===== src/rtl/amrf_pkg.sv =====
package amrf_pkg;
    // ----------------------------------------
    // Register byte addresses
    // ----------------------------------------
    localparam logic [7:0] ADDR_SELECT = 8'h00;
    localparam logic [7:0] ADDR_RES_LOW = 8'h04;
    localparam logic [7:0] ADDR_RES_HIGH = 8'h08;
    localparam logic [7:0] ADDR_CTRL = 8'h0C;

    // ----------------------------------------
    // Field positions and reset values
    // ----------------------------------------
    localparam int REF_LSB = 6;
    localparam int LADJ_BIT = 5;
    localparam int CTRL_START_BIT = 0;
    localparam int CTRL_DONE_BIT = 4;
    localparam logic [7:0] SELECT_RST = 8'h00;
    localparam logic [9:0] RESULT_RST = 10'h000;

    // ----------------------------------------
    // Reference and channel codes
    // ----------------------------------------
    localparam logic [1:0] REF_PIN = 2'h0;
    localparam logic [1:0] REF_SUPPLY = 2'h1;
    localparam logic [1:0] REF_RESERVED = 2'h2;
    localparam logic [1:0] REF_INTERNAL = 2'h3;
    localparam logic [4:0] CH_SINGLE_LAST = 5'h07;
    localparam logic [4:0] CH_DIFF_FIRST = 5'h10;
    localparam logic [4:0] CH_NEG2_FIRST = 5'h18;
    localparam logic [4:0] CH_DIFF_LAST = 5'h1D;
    localparam logic [4:0] CH_BANDGAP = 5'h1E;
    localparam logic [4:0] CH_GROUND = 5'h1F;
    localparam logic [1:0] NEG_INPUT1 = 2'h1;
    localparam logic [1:0] NEG_INPUT2 = 2'h2;

    // ----------------------------------------
    // Result codes
    // ----------------------------------------
    localparam logic [9:0] CODE_SE_MAX = 10'h3FF;
    localparam logic [9:0] CODE_DIFF_MAX = 10'h1FF;
    localparam logic [9:0] CODE_DIFF_MIN = 10'h200;

    typedef enum logic {AMRF_IDLE, AMRF_BUSY} amrf_state_e;

    // Byte of the result pair as software sees it
    function automatic logic [7:0] amrf_present(input logic [9:0] res, input logic ladj, input logic high);
        logic [7:0] b;
        if (ladj) begin
            b = high ? res[9:2] : {res[1:0], 6'h00};
        end else begin
            b = high ? {6'h00, res[9:8]} : res[7:0];
        end
        return b;
    endfunction
endpackage


===== src/rtl/amrf_sel_if.sv =====
`timescale 1ns/1ns
`default_nettype none
interface amrf_sel_if;
    logic [4:0] channel;
    logic [10:0] rawCode;
    logic [9:0] code;
    logic diff;
    logic [2:0] posSel;
    logic [1:0] negSel;
    logic bandgap;
    logic ground;
    logic open;
    modport ctrl (output channel, output rawCode, input code, input diff, input posSel, input negSel,
        input bandgap, input ground, input open);
    modport dec (input channel, input rawCode, output code, output diff, output posSel, output negSel,
        output bandgap, output ground, output open);
endinterface
`default_nettype wire


===== src/rtl/amrf_select.sv =====
`timescale 1ns/1ns
`default_nettype none
module amrf_select
    import amrf_pkg::*;
(
    input wire logic clock,
    input wire logic rst_n,
    amrf_sel_if.dec sel
);
    // ----------------------------------------
    // Channel decode
    // ----------------------------------------
    always_comb begin
        sel.diff = 1'b0;
        sel.posSel = sel.channel[2:0];
        sel.negSel = 2'h0;
        sel.bandgap = 1'b0;
        sel.ground = 1'b0;
        sel.open = 1'b0;
        if (sel.channel <= CH_SINGLE_LAST) begin
            sel.posSel = sel.channel[2:0];
        end else if (sel.channel < CH_DIFF_FIRST) begin
            sel.open = 1'b1;
        end else if (sel.channel <= CH_DIFF_LAST) begin
            sel.diff = 1'b1;
            sel.negSel = (sel.channel < CH_NEG2_FIRST) ? NEG_INPUT1 : NEG_INPUT2;
        end else if (sel.channel == CH_BANDGAP) begin
            sel.bandgap = 1'b1;
        end else begin
            sel.ground = 1'b1;
        end
    end

    // ----------------------------------------
    // Result encoding with saturation
    // ----------------------------------------
    always_comb begin
        if (sel.diff) begin
            if (!sel.rawCode[10] && sel.rawCode[9]) begin
                sel.code = CODE_DIFF_MAX;
            end else if (sel.rawCode[10] && !sel.rawCode[9]) begin
                sel.code = CODE_DIFF_MIN;
            end else begin
                sel.code = sel.rawCode[9:0];
            end
        end else begin
            sel.code = sel.rawCode[10] ? CODE_SE_MAX : sel.rawCode[9:0];
        end
    end
endmodule
`default_nettype wire


===== src/rtl/amrf_top.sv =====
`timescale 1ns/1ns
`default_nettype none
// Contract
// - A conversion that finishes while no low byte read holds the result is shown in the result low and high byte registers once the done flag is high.
// - Single-ended inputs give an unsigned ten-bit code, zero at ground and 0x3FF at one step below the reference.
// - Differential pairs give a ten-bit two's complement code from 0x200 to 0x1FF, saturating at 0x1FF.
// - The input select register holds reference in bits 7:6, left adjust in bit 5, channel in bits 4:0, reset zero.
// - Reference code 0 is the reference pin with internal reference off, 1 the supply, 2 reserved, 3 internal.
// - Reference and channel writes during a conversion take effect only after that conversion completes.
// - Left adjust chooses left or right alignment of the result pair and acts at once, even mid-conversion.
// - Channel codes 0 to 7 pick single inputs 0 to 7, code 0x1E the bandgap and 0x1F ground.
// - Codes 0x10 to 0x17 pair inputs 0 to 7 against input 1, codes 0x18 to 0x1D inputs 0 to 5 against input 2.
// - After the low byte is read the result registers hold until the high byte is read.
// - The done flag sets when a conversion completes and the result registers are updated.
module amrf_top
    import amrf_pkg::*;
(
    input wire logic clock,
    input wire logic rst_n,
    input wire logic psel,
    input wire logic penable,
    input wire logic pwrite,
    input wire logic [7:0] paddr,
    input wire logic [31:0] pwdata,
    output logic [31:0] prdata,
    output logic pready,
    output logic pslverr,
    output logic anaStart,
    input wire logic anaDone,
    input wire logic [10:0] anaResult,
    output logic [1:0] anaRefSel,
    output logic anaIntRefEn,
    output logic [2:0] anaPosSel,
    output logic [1:0] anaNegSel,
    output logic anaDiff,
    output logic anaBandgap,
    output logic anaGround,
    output logic anaOpen,
    output logic convDoneFlag
);
    // ----------------------------------------
    // Bus decode
    // ----------------------------------------
    logic access;
    logic busWr;
    logic busRd;
    logic mapped;
    logic [7:0] inputSel_r;
    logic [7:0] liveSel_r;
    logic [9:0] result_r;
    logic doneFlag_r;
    logic lowRead_r;
    logic anaStart_r;
    amrf_state_e state_r;
    logic finish;
    logic startReq;
    logic resultLocked;
    amrf_sel_if sel ();

    assign access = psel && penable;
    assign busWr = access && pwrite;
    assign busRd = access && !pwrite;
    assign mapped = (paddr == ADDR_SELECT) || (paddr == ADDR_RES_LOW) || (paddr == ADDR_RES_HIGH) ||
        (paddr == ADDR_CTRL);
    assign pready = 1'b1;
    assign pslverr = access && !mapped;
    assign finish = (state_r == AMRF_BUSY) && anaDone;
    assign startReq = busWr && (paddr == ADDR_CTRL) && pwdata[CTRL_START_BIT] && (state_r == AMRF_IDLE);
    // Low byte read in this cycle locks too, so the pair never tears
    assign resultLocked = lowRead_r || (busRd && (paddr == ADDR_RES_LOW));

    always_comb begin
        prdata = 32'h0000_0000;
        if (busRd) begin
            case (paddr)
                ADDR_SELECT: prdata[7:0] = inputSel_r;
                ADDR_RES_LOW: prdata[7:0] = amrf_present(result_r, inputSel_r[LADJ_BIT], 1'b0);
                ADDR_RES_HIGH: prdata[7:0] = amrf_present(result_r, inputSel_r[LADJ_BIT], 1'b1);
                ADDR_CTRL: begin
                    prdata[CTRL_START_BIT] = (state_r == AMRF_BUSY);
                    prdata[CTRL_DONE_BIT] = doneFlag_r;
                end
                default: prdata = 32'h0000_0000;
            endcase
        end
    end

    // ----------------------------------------
    // Input select register and live copy
    // ----------------------------------------
    always_ff @(posedge clock) begin
        if (!rst_n) begin
            inputSel_r <= SELECT_RST;
        end else if (busWr && paddr == ADDR_SELECT) begin
            inputSel_r <= pwdata[7:0];
        end
    end

    always_ff @(posedge clock) begin
        if (!rst_n) begin
            liveSel_r <= SELECT_RST;
        end else if (state_r == AMRF_IDLE) begin
            liveSel_r <= inputSel_r;
        end
    end

    // ----------------------------------------
    // Conversion sequencing
    // ----------------------------------------
    always_ff @(posedge clock) begin
        if (!rst_n) begin
            state_r <= AMRF_IDLE;
        end else begin
            case (state_r)
                AMRF_IDLE: if (startReq) begin
                    state_r <= AMRF_BUSY;
                end
                AMRF_BUSY: if (anaDone) begin
                    state_r <= AMRF_IDLE;
                end
                default: state_r <= AMRF_IDLE;
            endcase
        end
    end

    always_ff @(posedge clock) begin
        if (!rst_n) begin
            anaStart_r <= 1'b0;
        end else begin
            anaStart_r <= startReq;
        end
    end

    // ----------------------------------------
    // Result registers, read lock and done flag
    // ----------------------------------------
    always_ff @(posedge clock) begin
        if (!rst_n) begin
            lowRead_r <= 1'b0;
        end else if (busRd && paddr == ADDR_RES_LOW) begin
            lowRead_r <= 1'b1;
        end else if (busRd && paddr == ADDR_RES_HIGH) begin
            lowRead_r <= 1'b0;
        end
    end

    always_ff @(posedge clock) begin
        if (!rst_n) begin
            result_r <= RESULT_RST;
        end else if (finish && !resultLocked) begin
            result_r <= sel.code;
        end
    end

    always_ff @(posedge clock) begin
        if (!rst_n) begin
            doneFlag_r <= 1'b0;
        end else if (finish && !resultLocked) begin
            doneFlag_r <= 1'b1;
        end else if (busWr && paddr == ADDR_CTRL && pwdata[CTRL_DONE_BIT]) begin
            doneFlag_r <= 1'b0;
        end
    end

    // ----------------------------------------
    // Analog side
    // ----------------------------------------
    assign sel.channel = liveSel_r[4:0];
    assign sel.rawCode = anaResult;
    assign anaStart = anaStart_r;
    assign anaRefSel = liveSel_r[7:REF_LSB];
    assign anaIntRefEn = (liveSel_r[7:REF_LSB] == REF_INTERNAL);
    assign anaPosSel = sel.posSel;
    assign anaNegSel = sel.negSel;
    assign anaDiff = sel.diff;
    assign anaBandgap = sel.bandgap;
    assign anaGround = sel.ground;
    assign anaOpen = sel.open;
    assign convDoneFlag = doneFlag_r;

    amrf_select u_select (
        .clock(clock),
        .rst_n(rst_n),
        .sel(sel.dec)
    );
endmodule
`default_nettype wire

===== config.mk =====
export PLATFORM = sky130hd
export DESIGN_NAME = amrf_top
export DESIGN_NICKNAME = d
export VERILOG_FILES = /design/src/rtl/amrf_pkg.sv /design/src/rtl/amrf_sel_if.sv /design/src/rtl/amrf_select.sv /design/src/rtl/amrf_top.sv
export SDC_FILE = /design/constraint.sdc
export NUM_CORES = 1
export LEC_CHECK = 0
export BUFFER_PORTS_ARGS = -buffer_cell sky130_fd_sc_hd__buf_4
export CAP_MARGIN = 40
export CORE_MARGIN = 2
export CORE_UTILIZATION = 45
export DETAILED_ROUTE_END_ITERATION = 10
export GPL_ROUTABILITY_DRIVEN = 1
export PLACE_DENSITY_LB_ADDON = 0.2
export SLEW_MARGIN = 5
export SYNTH_ARGS = -nofsm -noshare
export SYNTH_HDL_FRONTEND = slang
export SYNTH_HIERARCHICAL = 1
export SYNTH_SLANG_ARGS = --single-unit

===== constraint.sdc =====
create_clock -name clock -period 3.4 [get_ports clock]
set_input_delay 0.85 -clock clock [delete_from_list [all_inputs] [get_ports clock]]
set_output_delay 0.85 -clock clock [all_outputs]
set_load 0.01 [all_outputs]

Word level (Yosys, flattened, before mapping)
Cells that the tools add are included.
Widths: inputs -> output; s select.
{ "op_classes": {"magnitude_cmp": 4, "eq_ne": 5, "n_mux": 35, "n_bitwise": 1, "reduce_logical": 27} }
{ "ops": {"columns": ["cell", "count"], "rows": [
  ["$mux 10", 4],
  ["$mux 8", 3],
  ["$mux 1", 19],
  ["$pmux 3 s3", 2],
  ["$eq 8x4->1 const B", 2],
  ["$logic_and 1x1->1", 15],
  ["$lt 5x5->1 const B", 2],
  ["$eq 8x3->1 const B", 1],
  ["$logic_not 8->1", 1],
  ["$mux 2", 4],
  ["$pmux 1 s4", 2],
  ["$eq 5x5->1 const B", 1],
  ["$le 5x3->1 const B", 1],
  ["$le 5x5->1 const B", 1],
  ["$logic_not 1->1", 5],
  ["$logic_or 1x1->1", 4],
  ["$reduce_bool 2->1", 2],
  ["$eq 2x2->1 const B", 1],
  ["$pmux 1 s2", 1],
  ["$not 1->1", 1]
]} }
{ "word_totals": {"regBits": 30, "in_bits": 57, "out_inout_bits": 48} }

Logic depth before layout (Yosys ltp)
Gate-level depths: netlist of run 1.
{ "logic_depth": {"depth_word": 7, "ltp_mapped": 6, "mapped_depth_nobuf": 5} }

By module
The synthesis of run 1 kept the hierarchy.
{ "by_module_without_submodules": {"columns": ["mod", "n_inst", "cells_each", "area_each_um2", "seq_area_each_um2"], "rows": [
  ["amrf_top", 1, 218, 1682.9, 580.6],
  ["amrf_select", 1, 48, 285.3, 0.0]
]} }

Least setup slack after synthesis of run 1
OpenSTA, ideal clock, no wires.
{ "synth_path": {"path_type": "input -> output", "from": "input paddr[5]", "to": "output prdata[4]", "t_arrival_ps": 2368, "slack_ps": 182, "cell_stages": 4, "cell_sequence": "or4_4 -> or4_1 -> buf_2 -> a311oi_1"} }
{ "synth_between": {"elab_chain_cells": 3, "elab_cells_between_ends": 6} }
{ "synth_rtl": {"columns": ["item", "line_no", "source"], "rows": [
  ["start, declared", "amrf_top.sv:23", "input wire logic [7:0] paddr,"],
  ["$eq 8x4->1 (tied with other cells)", "amrf_top.sv:75", "case (paddr)"],
  ["$pmux 1 s4 (*)", "amrf_top.sv:75", null],
  ["$mux 8 (*)", "amrf_top.sv:74", "if (busRd) begin"],
  ["end, declared", "amrf_top.sv:25", "output logic [31:0] prdata,"]
]} }
Mark *: on every way between the ends. The rest lies on a longest branch, timed or not.

Worst setup path in the final report of run 1
{ "layout_path": {"from": "input paddr[5]", "to": "output prdata[3]"} }
{ "layout_between": {"elab_chain_cells": 3, "elab_cells_between_ends": 5} }
{ "layout_rtl": {"columns": ["item", "line_no"], "rows": [
  ["$eq 8x4->1 (tied with other cells)", "amrf_top.sv:75"],
  ["$pmux 3 s3 (*)", "amrf_top.sv:75"],
  ["$mux 8 (*)", "amrf_top.sv:74"]
]} }
Marked as above.

==> qor.csv, run 1 <==
metric,value,unit
rows,24,
maxSlewHeadroom,0.5607,
period_needed,3.318,ns
switchingPower,186.3,uW
die-area,4919,sq um
cp_top_family,simple AND/OR/NAND/NOR gates,
dpl_cell_area,2258,sq um
cts_buffer_depth,2,
post_cts_buffers,0,
drcViolationCount,0,
ioPinCount,105,
wl_per_cell,12.76,um
busiest_layer,met2,
dp_hpwl,3476,um
leakage,0.9299,nW
place_congestion,0.8468,
syn_to_final_growth,19.33,%
setup_viol,0,
grt_max_degree,22,
final_util,0.5469,
synth_edf_count,0,
cp-start-kind,input port,
grt_pass1_wl,7327,um
critPathRequiredTime,2.55,ns
cts-hold-fix-buffers,0,
via_per_inst,5.242,
synth_top_area_share,0.2950,
avgSynthCellArea,7.399,sq um
worstPathMaxFanout,6,
r2r_slack,1.79,ns
use_met2,0.2910,
yosysUniqueCellTypes,41,
nets,363,
intPower,521.2,uW
seq_area_frac_synth,0.2950,
vdd_drop_max,146.1,uV
p_per_area,301.3,nW/um^2
n_antenna_cell,0,
cts_root_buf,clkbuf_8,
yosys.area.top_type,dfxtp_1,
vias,1882,
cts_max_level,2,
crit_path_max_incr_delay,0.54,ns
core-area,4294,sq um
clock_sinks,29,
drtIter0Drc,82,
switching_share,0.2633,
place_inst,351,
gr-total-overflow,0,
hold_path_class,flip-flop to flip-flop,
skew,0.004483,ns
routed_wl,4580,um
fin_crit_sh,0.9760,
worst_pin_slew,0.6582,ns
crit_path_cell_trace,buf_4 -> or4_4 -> or4_4 -> nor3_1 -> buf_4,
grt_setup_unrepaired,no,
synth_area_leaders,"dfxtp_1, buf_4, nand2_1",
initial_core_util,0.4583,
async_flop_share,0,
multi_input_area,1144,sq um
io_buffers,55,
clkTransAtPathRegs,0.06,ns
cts-resized-gates,1,
fillers,433,
firstDrtPassIters,4,
fmax,301.3,MHz
syn_area,1968,sq um
power_frac_seq,0.480,
fin_ws,0.08151,ns
cts_tree,done,
drive_above_1_share,0.2410,
ant_nets,0,
yosysWarnings,6,
clock_latency,0.28,ns
grtUsageMet1,0.2522,
seqCellArea,580.6,sq um
crit_buf_inv,2,
syn_inst,266,
run_status,completed,
place_ws,-0.03996,ns
cts_buffers,5,
hold_violations,0,
design_area,2349,sq um
whs,0.4976,ns
critical_path_arrival,2.47,ns
p_clk_frac,0.387,
dieWidth,70.14,um
first_global_vias,1586,
antenna_found_initial,0,
met3_usage,0.04185,
synthFlopType,dfxtp_1,
drv_slew,0,
critPathSlowestCell,or4_4,
ys_seq_elements,29,
critPathCaptureType,output pin,
maxCapViolations,0,
grt_usage,0.1850,
critical_path_class,input port to output pin,
die_h,70.14,um
comb_power_share,0.132,
final_cells,359,
-- power groups by stage --
| stage | registers [mW] | logic [mW] | clock network, mW |
|---|---|---|---|
| 6_report | 0.340 | 0.0934 | 0.274 |
| 3_3_place_gp | 0.348 | 0.0925 | 0 |
| 2_1_floorplan | 0.347 | 0.0751 | 0 |
| 3_5_place_dp | 0.348 | 0.0930 | 0 |
| 5_1_grt | 0.340 | 0.104 | 0.291 |
| 4_1_cts | 0.340 | 0.0934 | 0.280 |
-- stage by stage --
step | TNS, ns | total power [mW]
after floorplan | 0 | 0.4226
after global placement | -0.1607 | 0.4400
after detailed placement | -0.09969 | 0.4406
after CTS | 0 | 0.7137
after global routing | 0 | 0.7354
final | 0 | 0.7075
-- flip-flops by register name (all words and copies together) (netlist names) --
name / flops
anaStart: 1
state_r: 1
liveSel_r: 7
lowRead_r: 1
inputSel_r: 8
convDoneFlag: 1
result_r: 10
-- synthesized netlist by cell type (3+ instances only) --
cell / n
nor3_1: 3
a211oi_1: 4
o32a_1: 9
o211ai_1: 10
dfxtp_1: 29
nand2b_1: 4
inv_1: 6
mux2i_1: 11
nand2_1: 33
clkbuf_1: 15
buf_4: 30
a21oi_1: 22
o21ai_0: 21
buf_2: 3
nor2_1: 22
nand3_1: 11
-- cells in the final DEF (no fill, tap or decap), types with 3 or more instances in the layout --
master / n
dfxtp_1: 29
nand3_1: 11
nand2_1: 33
nor3_1: 3
o211ai_1: 10
a211oi_1: 4
a21oi_1: 22
o32a_1: 9
conb_1: 25
nor2_1: 22
buf_4: 60
clkbuf_8: 5
mux2i_1: 11
nand2b_1: 4
inv_1: 6
o21ai_0: 21
-- worst paths after layout --
path,startpoint,endpoint,cells past startpoint
hold / removal,lowRead_r,lowRead_r,2
hold reg to reg,lowRead_r,lowRead_r,2
setup reg to reg,state_r,convDoneFlag,3
setup / recovery,paddr[5],prdata[3],5
-- routing by layer --
metal / wire [um] / vias to the layer above
met4: 57 / 0
li1: - / 961
met5: 0 / -
met3: 351 / 7
met2: 2045 / 80
met1: 2124 / 834
-- tightest hold or removal path, cell delays in order, from the launching register on --
cell and delay [ns]:
dfxtp_1 0.32, nand2_1 0.06, a31oi_1 0.07
-- cell type report --
cell class,instances,share of cell area
multi-input cells,204,0.4869
flip-flops and latches,29,0.2472
repair buffers,60,0.1918
clock buffers,5,0.02930
well taps,52,0.02770
inverters,6,0.009590
clock inverters,3,0.007459
-- kinds of logic after synthesis --
family,Yosys count,synth area share
AOI/OAI and AO/OA,72,0.2333
muxes,11,0.05595
DFF,29,0.2950
and+or+nand+nor,96,0.2422
buffers and inverters,56,0.1697
other,2,0.003816
(Power assumes the default switching activity.)
==> run 2: changes to the inputs <==
--- a/config.mk
+++ b/config.mk
@@ -10,5 +10,6 @@
 export CORE_MARGIN = 2
-export CORE_UTILIZATION = 45
+export CORE_UTILIZATION = 25
 export DETAILED_ROUTE_END_ITERATION = 10
 export GPL_ROUTABILITY_DRIVEN = 1
+export GPL_TIMING_DRIVEN = 0
 export PLACE_DENSITY_LB_ADDON = 0.2
--- a/constraint.sdc
+++ b/constraint.sdc
@@ -3,2 +3,2 @@
 set_output_delay 0.85 -clock clock [all_outputs]
-set_load 0.01 [all_outputs]
+set_load 0.1 [all_outputs]
==> qor.csv, run 2 (synthesized netlist as in run 1, its figures left out) <==
metric,value,unit,change
layout_commonest_cell,buf_4,,unchanged
maxCapViolations,0,,unchanged
place_congestion,0.7773,,was 0.8468
cts_buffer_depth,2,,unchanged
critical_path_class,input port to output pin,,unchanged
core-area,7687,sq um,was 4294 sq um
cts_tree,done,,unchanged
cts_root_buf,clkbuf_8,,unchanged
final_cells,452,,was 359
grt_usage,0.1317,,was 0.1850
hold_violations,0,,unchanged
antenna_found_initial,0,,unchanged
nets,406,,was 363
critPathRequiredTime,2.55,ns,about the same
grt_max_degree,11,,was 22
whs,0.4988,ns,was 0.4976 ns
grt_pass1_wl,9094,um,was 7327 um
dieWidth,92.73,um,was 70.14 um
n_antenna_cell,0,,unchanged
drive_above_1_share,0.3143,,was 0.2410
dp_hpwl,4457,um,was 3476 um
die-area,8598,sq um,was 4919 sq um
worstPathMaxFanout,5,,was 6
die_h,92.73,um,was 70.14 um
setup_viol,5,,was 0
grt_setup_unrepaired,yes,,was no
leakage,1.161,nW,was 0.9299 nW
ant_nets,0,,unchanged
routed_wl,5791,um,was 4580 um
fillers,821,,was 433
clock_latency,0.28,ns,about the same
vdd_drop_max,121.3,uV,was 146.1 uV
drv_slew,0,,unchanged
clock_sinks,29,,unchanged
vias,2099,,was 1882
drcViolationCount,0,,unchanged
final_cell_mix,"buf_4, nand2_1, dfxtp_1, conb_1",,unchanged
rows,32,,was 24
syn_to_final_growth,46.85,%,was 19.33%
first_global_vias,1808,,was 1586
gr-total-overflow,0,,unchanged
largest_reg_flops,10,,unchanged
critical_path_arrival,2.68,ns,was 2.47 ns
initial_core_util,0.2560,,was 0.4583
top_register,result_r,,unchanged
fin_ws,-0.1251,ns,was 0.08151 ns
critPathCaptureType,output pin,,unchanged
wl_per_cell,12.81,um,was 12.76 um
io_buffers,51,,was 55
firstDrtPassIters,4,,unchanged
p_per_area,294.0,nW/um^2,was 301.3 nW/um^2
fmax,283.7,MHz,was 301.3 MHz
failed_checks,negative setup slack,,
fin_crit_sh,1.037,,was 0.9760
cp-start-kind,input port,,unchanged
cts_max_level,2,,unchanged
skew,0.003470,ns,was 0.004483 ns
ioPinCount,105,,unchanged
hold_path_class,flip-flop to flip-flop,,unchanged
maxSlewHeadroom,0.4383,,was 0.5607
via_per_inst,4.644,,was 5.242
cts_buffers,5,,unchanged
clkTransAtPathRegs,0.06,ns,about the same
place_inst,442,,was 351
reg_top3,"result_r (10), inputSel_r (8), liveSel_r (7)",,unchanged
run_status,"finished, violations left",,was completed
drtIter0Drc,116,,was 82
worst_pin_slew,0.8356,ns,was 0.6582 ns
period_needed,3.525,ns,was 3.318 ns
[run 2: changes by cell type in the layout (fill, tap and decap cells not counted), sizes merged]
cell,delta
clkbuf,+15
bufbuf,+1
buf,+27
[run 2: final cells by class]
class | count | area, sq um | area share
multi-input cells | 204 | 1215 | 0.4203
well taps | 102 | 127.6 | 0.04416
clock inverters | 3 | 17.52 | 0.006061
inverters | 6 | 22.52 | 0.007792
repair buffers | 53 | 530.5 | 0.1835
clock buffers | 5 | 68.82 | 0.02381
plain buffers | 50 | 327.8 | 0.1134
flip-flops and latches | 29 | 580.6 | 0.2009
[run 2: power by group]
group          total (mW)  switching (mW)  internal, mW
logic               0.235           0.174        0.0608
clock network       0.275           0.134         0.141
registers           0.340        0.000101         0.340
total               0.850           0.308         0.541
[run 2: metrics by stage]
step / worst slack [ns] / instance area, sq um / power (mW) / util / setup TNS [ns]
5_1_grt: -0.1484 / 2890 / 0.8867 / 0.3760 / -0.4662
3_3_place_gp: -0.2031 / 2629 / 0.5780 / 0.3420 / -0.6803
4_1_cts: -0.1210 / 2858 / 0.8565 / 0.3717 / -0.5193
6_report: -0.1251 / 2890 / 0.8497 / 0.3760 / -0.3676
2_1_floorplan: -0.3948 / 2118 / 0.5378 / - / -2.385
3_5_place_dp: -0.1889 / 2629 / 0.5787 / 0.3420 / -0.6533
[run 2: what timing repair did]
item / CTS / global route
gates resized for setup: 25 / 8
setup endpoints to repair: 8 / 8
gates cloned: 1 / 0
hold buffers: 0 / 0
hold endpoints to repair: 0 / 0
setup buffers: 1 / 0
pin swaps: 1 / 2
[run 2: path summary, 6_finish.rpt]
path	end	cells after the start	startpoint	slack, ns
max	prdata[4]	6	paddr[5]	-0.13
min	lowRead_r	2	lowRead_r	0.50
max reg2reg	result_r[2]	6	liveSel_r[3]	1.92
min reg2reg	lowRead_r	2	lowRead_r	0.50
[run 2: per-layer routing]
metal | share of wire | vias up | GRT usage
met5 | 0 | - | 0
met4 | 0.021 | 0 | 0.04534
met3 | 0.054 | 10 | 0.02441
met2 | 0.46 | 71 | 0.2007
met1 | 0.46 | 966 | 0.1859
li1 | - | 1052 | -
[run 2: critical path, cell delays in order]
cell and delay (ns):
buf_6 0.09, or4_4 0.53, or4_4 0.53, buf_12 0.17, a311oi_4 0.28, buf_12 0.22
==> run 3: changes to the inputs <==
Settings changed: SYNTH_HIERARCHICAL 1 to unset.
==> qor.csv, run 3 <==
metric,value,unit,change
r2r_slack,1.94,ns,was 1.92 ns
wl_per_cell,11.71,um,was 12.81 um
final_cell_mix,"buf_4, dfxtp_1, nor2_1, nand2_1, conb_1",,"was buf_4, nand2_1, dfxtp_1, conb_1"
crit_buf_inv,2,,was 3
drtIter0Drc,53,,was 116
drv_slew,0,,unchanged
dieWidth,88.72,um,was 92.73 um
syn_to_final_growth,43.17,%,was 46.85%
vias,1647,,was 2099
skew,0.007089,ns,was 0.003470 ns
nets,357,,was 406
fin_ws,0.2474,ns,was -0.1251 ns
gr-total-overflow,0,,unchanged
critPathSlowestCell,nor4_4,,was or4_4
drcViolationCount,0,,unchanged
cts_buffers,5,,unchanged
grt_pass1_wl,7217,um,was 9094 um
die-area,7870,sq um,was 8598 sq um
first_global_vias,1456,,was 1808
synth_area_leaders,"dfxtp_1, buf_4, mux2i_1",,"was dfxtp_1, buf_4, nand2_1"
largest_reg_flops,10,,unchanged
initial_core_util,0.2612,,was 0.2560
layout_commonest_cell,buf_4,,unchanged
maxCapViolations,0,,unchanged
hold_violations,0,,unchanged
whs,0.4790,ns,was 0.4988 ns
clock_latency,0.28,ns,about the same
yosysUniqueCellTypes,36,,was 41
synth-compound-area-share,0.1632,,was 0.2333
ant_nets,0,,unchanged
drive_above_1_share,0.3787,,was 0.3143
post_cts_buffers,0,,was 1
p_clk_frac,0.435,,was 0.324
finalPower,974.0,uW,was 849.7 uW
io_buffers,54,,was 51
ioPinCount,105,,unchanged
synth_most_common_cell,buf_4,,was nand2_1
power_frac_seq,0.349,,was 0.400
switchingPower,292.2,uW,was 308.4 uW
synth_top_area_share,0.3236,,was 0.2950
holdPathEnd,result_r[7],,was lowRead_r
final_cells,397,,was 452
clock_sinks,29,,unchanged
period_needed,3.153,ns,was 3.525 ns
antenna_found_initial,0,,unchanged
yosys-top-cells-count,"buf_4, dfxtp_1, nand2_1, nor2_1, mux2i_1",,"was nand2_1, buf_4, dfxtp_1"
routed_wl,4648,um,was 5791 um
place_inst,389,,was 442
critical_path_class,input port to output pin,,unchanged
worstPathMaxFanout,9,,was 5
grt_max_degree,11,,unchanged
leakage,1.241,nW,was 1.161 nW
hold_path_depth,2,,unchanged
top_register,result_r,,unchanged
synthAdderAreaFrac,0,,unchanged
reg_top3,"result_r (10), inputSel_r (8), liveSel_r (7)",,unchanged
critPathCaptureType,output pin,,unchanged
seq_area_frac_synth,0.3236,,was 0.2950
setup.worst_path.start,paddr[1],,was paddr[5]
n_antenna_cell,0,,unchanged
synth_simple_gate_area_share,0.2427,,was 0.2422
synthFlopType,dfxtp_1,,unchanged
setup_viol,0,,was 5
hold_path_class,flip-flop to flip-flop,,unchanged
critical_path_arrival,2.30,ns,was 2.68 ns
worst_pin_slew,0.6428,ns,was 0.8356 ns
synthMuxAreaShare,0.1060,,was 0.05594
firstDrtPassIters,4,,unchanged
cp-start-kind,input port,,unchanged
vdd_drop_max,258.1,uV,was 121.3 uV
yosys.area.top_type,dfxtp_1,,unchanged
syn_area,1794,sq um,was 1968 sq um
synth_top_family_by_area,simple AND/OR/NAND/NOR gates,,unchanged
synth-xor-area-share,0,,unchanged
place_ws,0.05593,ns,was -0.1889 ns
worst_r2r_path_depth,5,,was 6
cts_root_buf,clkbuf_8,,unchanged
fin_crit_sh,0.9272,,was 1.037
cts_max_level,2,,unchanged
maxSlewHeadroom,0.5715,,was 0.4383
run_status,completed,,"was finished, violations left"
ys_seq_elements,29,,unchanged
cts_buffer_depth,2,,unchanged
crit_path_max_incr_delay,0.43,ns,was 0.53 ns
worstReg2RegEnd,result_r[8],,was result_r[2]
yosysWarnings,0,,was 6
p_per_area,379.2,nW/um^2,was 294.0 nW/um^2
avgSynthCellArea,8.307,sq um,was 7.399 sq um
cts_tree,done,,unchanged
critPathRequiredTime,2.55,ns,about the same
synth_edf_count,0,,unchanged
fmax,317.2,MHz,was 283.7 MHz
path_common_cell,buf_4,,
crit_path_cell_trace,buf_4 -> nor4_4 -> nand3_2 -> a211oi_2 -> buf_4,,was buf_6 -> or4_4 -> or4_4 -> buf_12 -> a311oi_4 -> buf_12
place_congestion,0.8193,,was 0.7773
rows,30,,was 32
core-area,6869,sq um,was 7687 sq um
fillers,746,,was 821
cp_top_family,simple AND/OR/NAND/NOR gates,,unchanged
intPower,681.8,uW,was 541.4 uW
switching_share,0.3000,,was 0.3629
grt_setup_unrepaired,no,,was yes
comb_power_share,0.216,,was 0.276
clkTransAtPathRegs,0.06,ns,about the same
die_h,88.72,um,was 92.73 um
syn_inst,216,,was 266
hold_start,result_r[7],,was lowRead_r
async_flop_share,0,,unchanged
rr_startpoint,liveSel_r[2],,was liveSel_r[3]
final.setup.tns,0,ns,was -0.3676 ns
dp_hpwl,3669,um,was 4457 um
grt_usage,0.1215,,was 0.1317
via_per_inst,4.149,,was 4.644
## run 3: worst max path at each step
stage / slack [ns] / to / cells past startpoint
detailed placement: 0.06 / prdata[4] / 5
global route: 0.16 / prdata[4] / 5
CTS: 0.07 / prdata[4] / 5
finish: 0.25 / prdata[4] / 5
global placement: 0.08 / prdata[4] / 5
floorplan: -0.36 / prdata[1] / 3
## run 3: layout make-up
class	instances	area, sq um	share of cell area
Clock inverter	3	65.06	0.02533
Sequential cell	29	580.6	0.2260
Timing Repair Buffer	54	405.4	0.1578
Clock buffer	5	68.82	0.02679
Multi-Input combinational cell	166	1041	0.4053
Buffer	38	265.3	0.1033
Inverter	6	22.52	0.008768
Tap cell	96	120.1	0.04676
## run 3: stage by stage
stage                 util  area (sq um)
floorplan                -          1904
global placement    0.3537          2430
detailed placement  0.3537          2430
CTS                 0.3732          2564
global route        0.3740          2569
finish              0.3740          2569
## run 3: tightest hold or removal path: cells and delay by family (launching register included)
family / cells / cell delay [ns]
compound gates: 1 / 0.04
simple gates: 1 / 0.07
flops: 1 / 0.32
## run 3: kinds of logic (layout without fill, tap and decap cells)
group,after synthesis,after routing
buf+inv,44,106
simple gates,85,85
mux,19,19
compound gates,37,37
other cells,2,25
flops,29,29
## run 3: routing by layer
| metal | GRT usage | up-vias | wire length, um |
|---|---|---|---|
| met5 | 0 | - | 0 |
| met4 | 0.04132 | 0 | 51 |
| met3 | 0.03265 | 7 | 305 |
| met2 | 0.1893 | 60 | 2130 |
| met1 | 0.1621 | 719 | 2162 |
| li1 | - | 861 | - |
## run 3: what timing repair did
item,CTS,global route
hold endpoints to repair,0,0
setup endpoints to repair,0,1
hold buffers,0,0
gates resized for setup,0,1
## run 3: power by group through the flow
stage | Combinational, mW | Clock [mW] | Sequential (mW)
6_report | 0.210 | 0.424 | 0.340
4_1_cts | 0.210 | 0.434 | 0.340
3_5_place_dp | 0.209 | 0 | 0.348
3_3_place_gp | 0.209 | 0 | 0.347
2_1_floorplan | 0.170 | 0 | 0.347
5_1_grt | 0.220 | 0.455 | 0.340
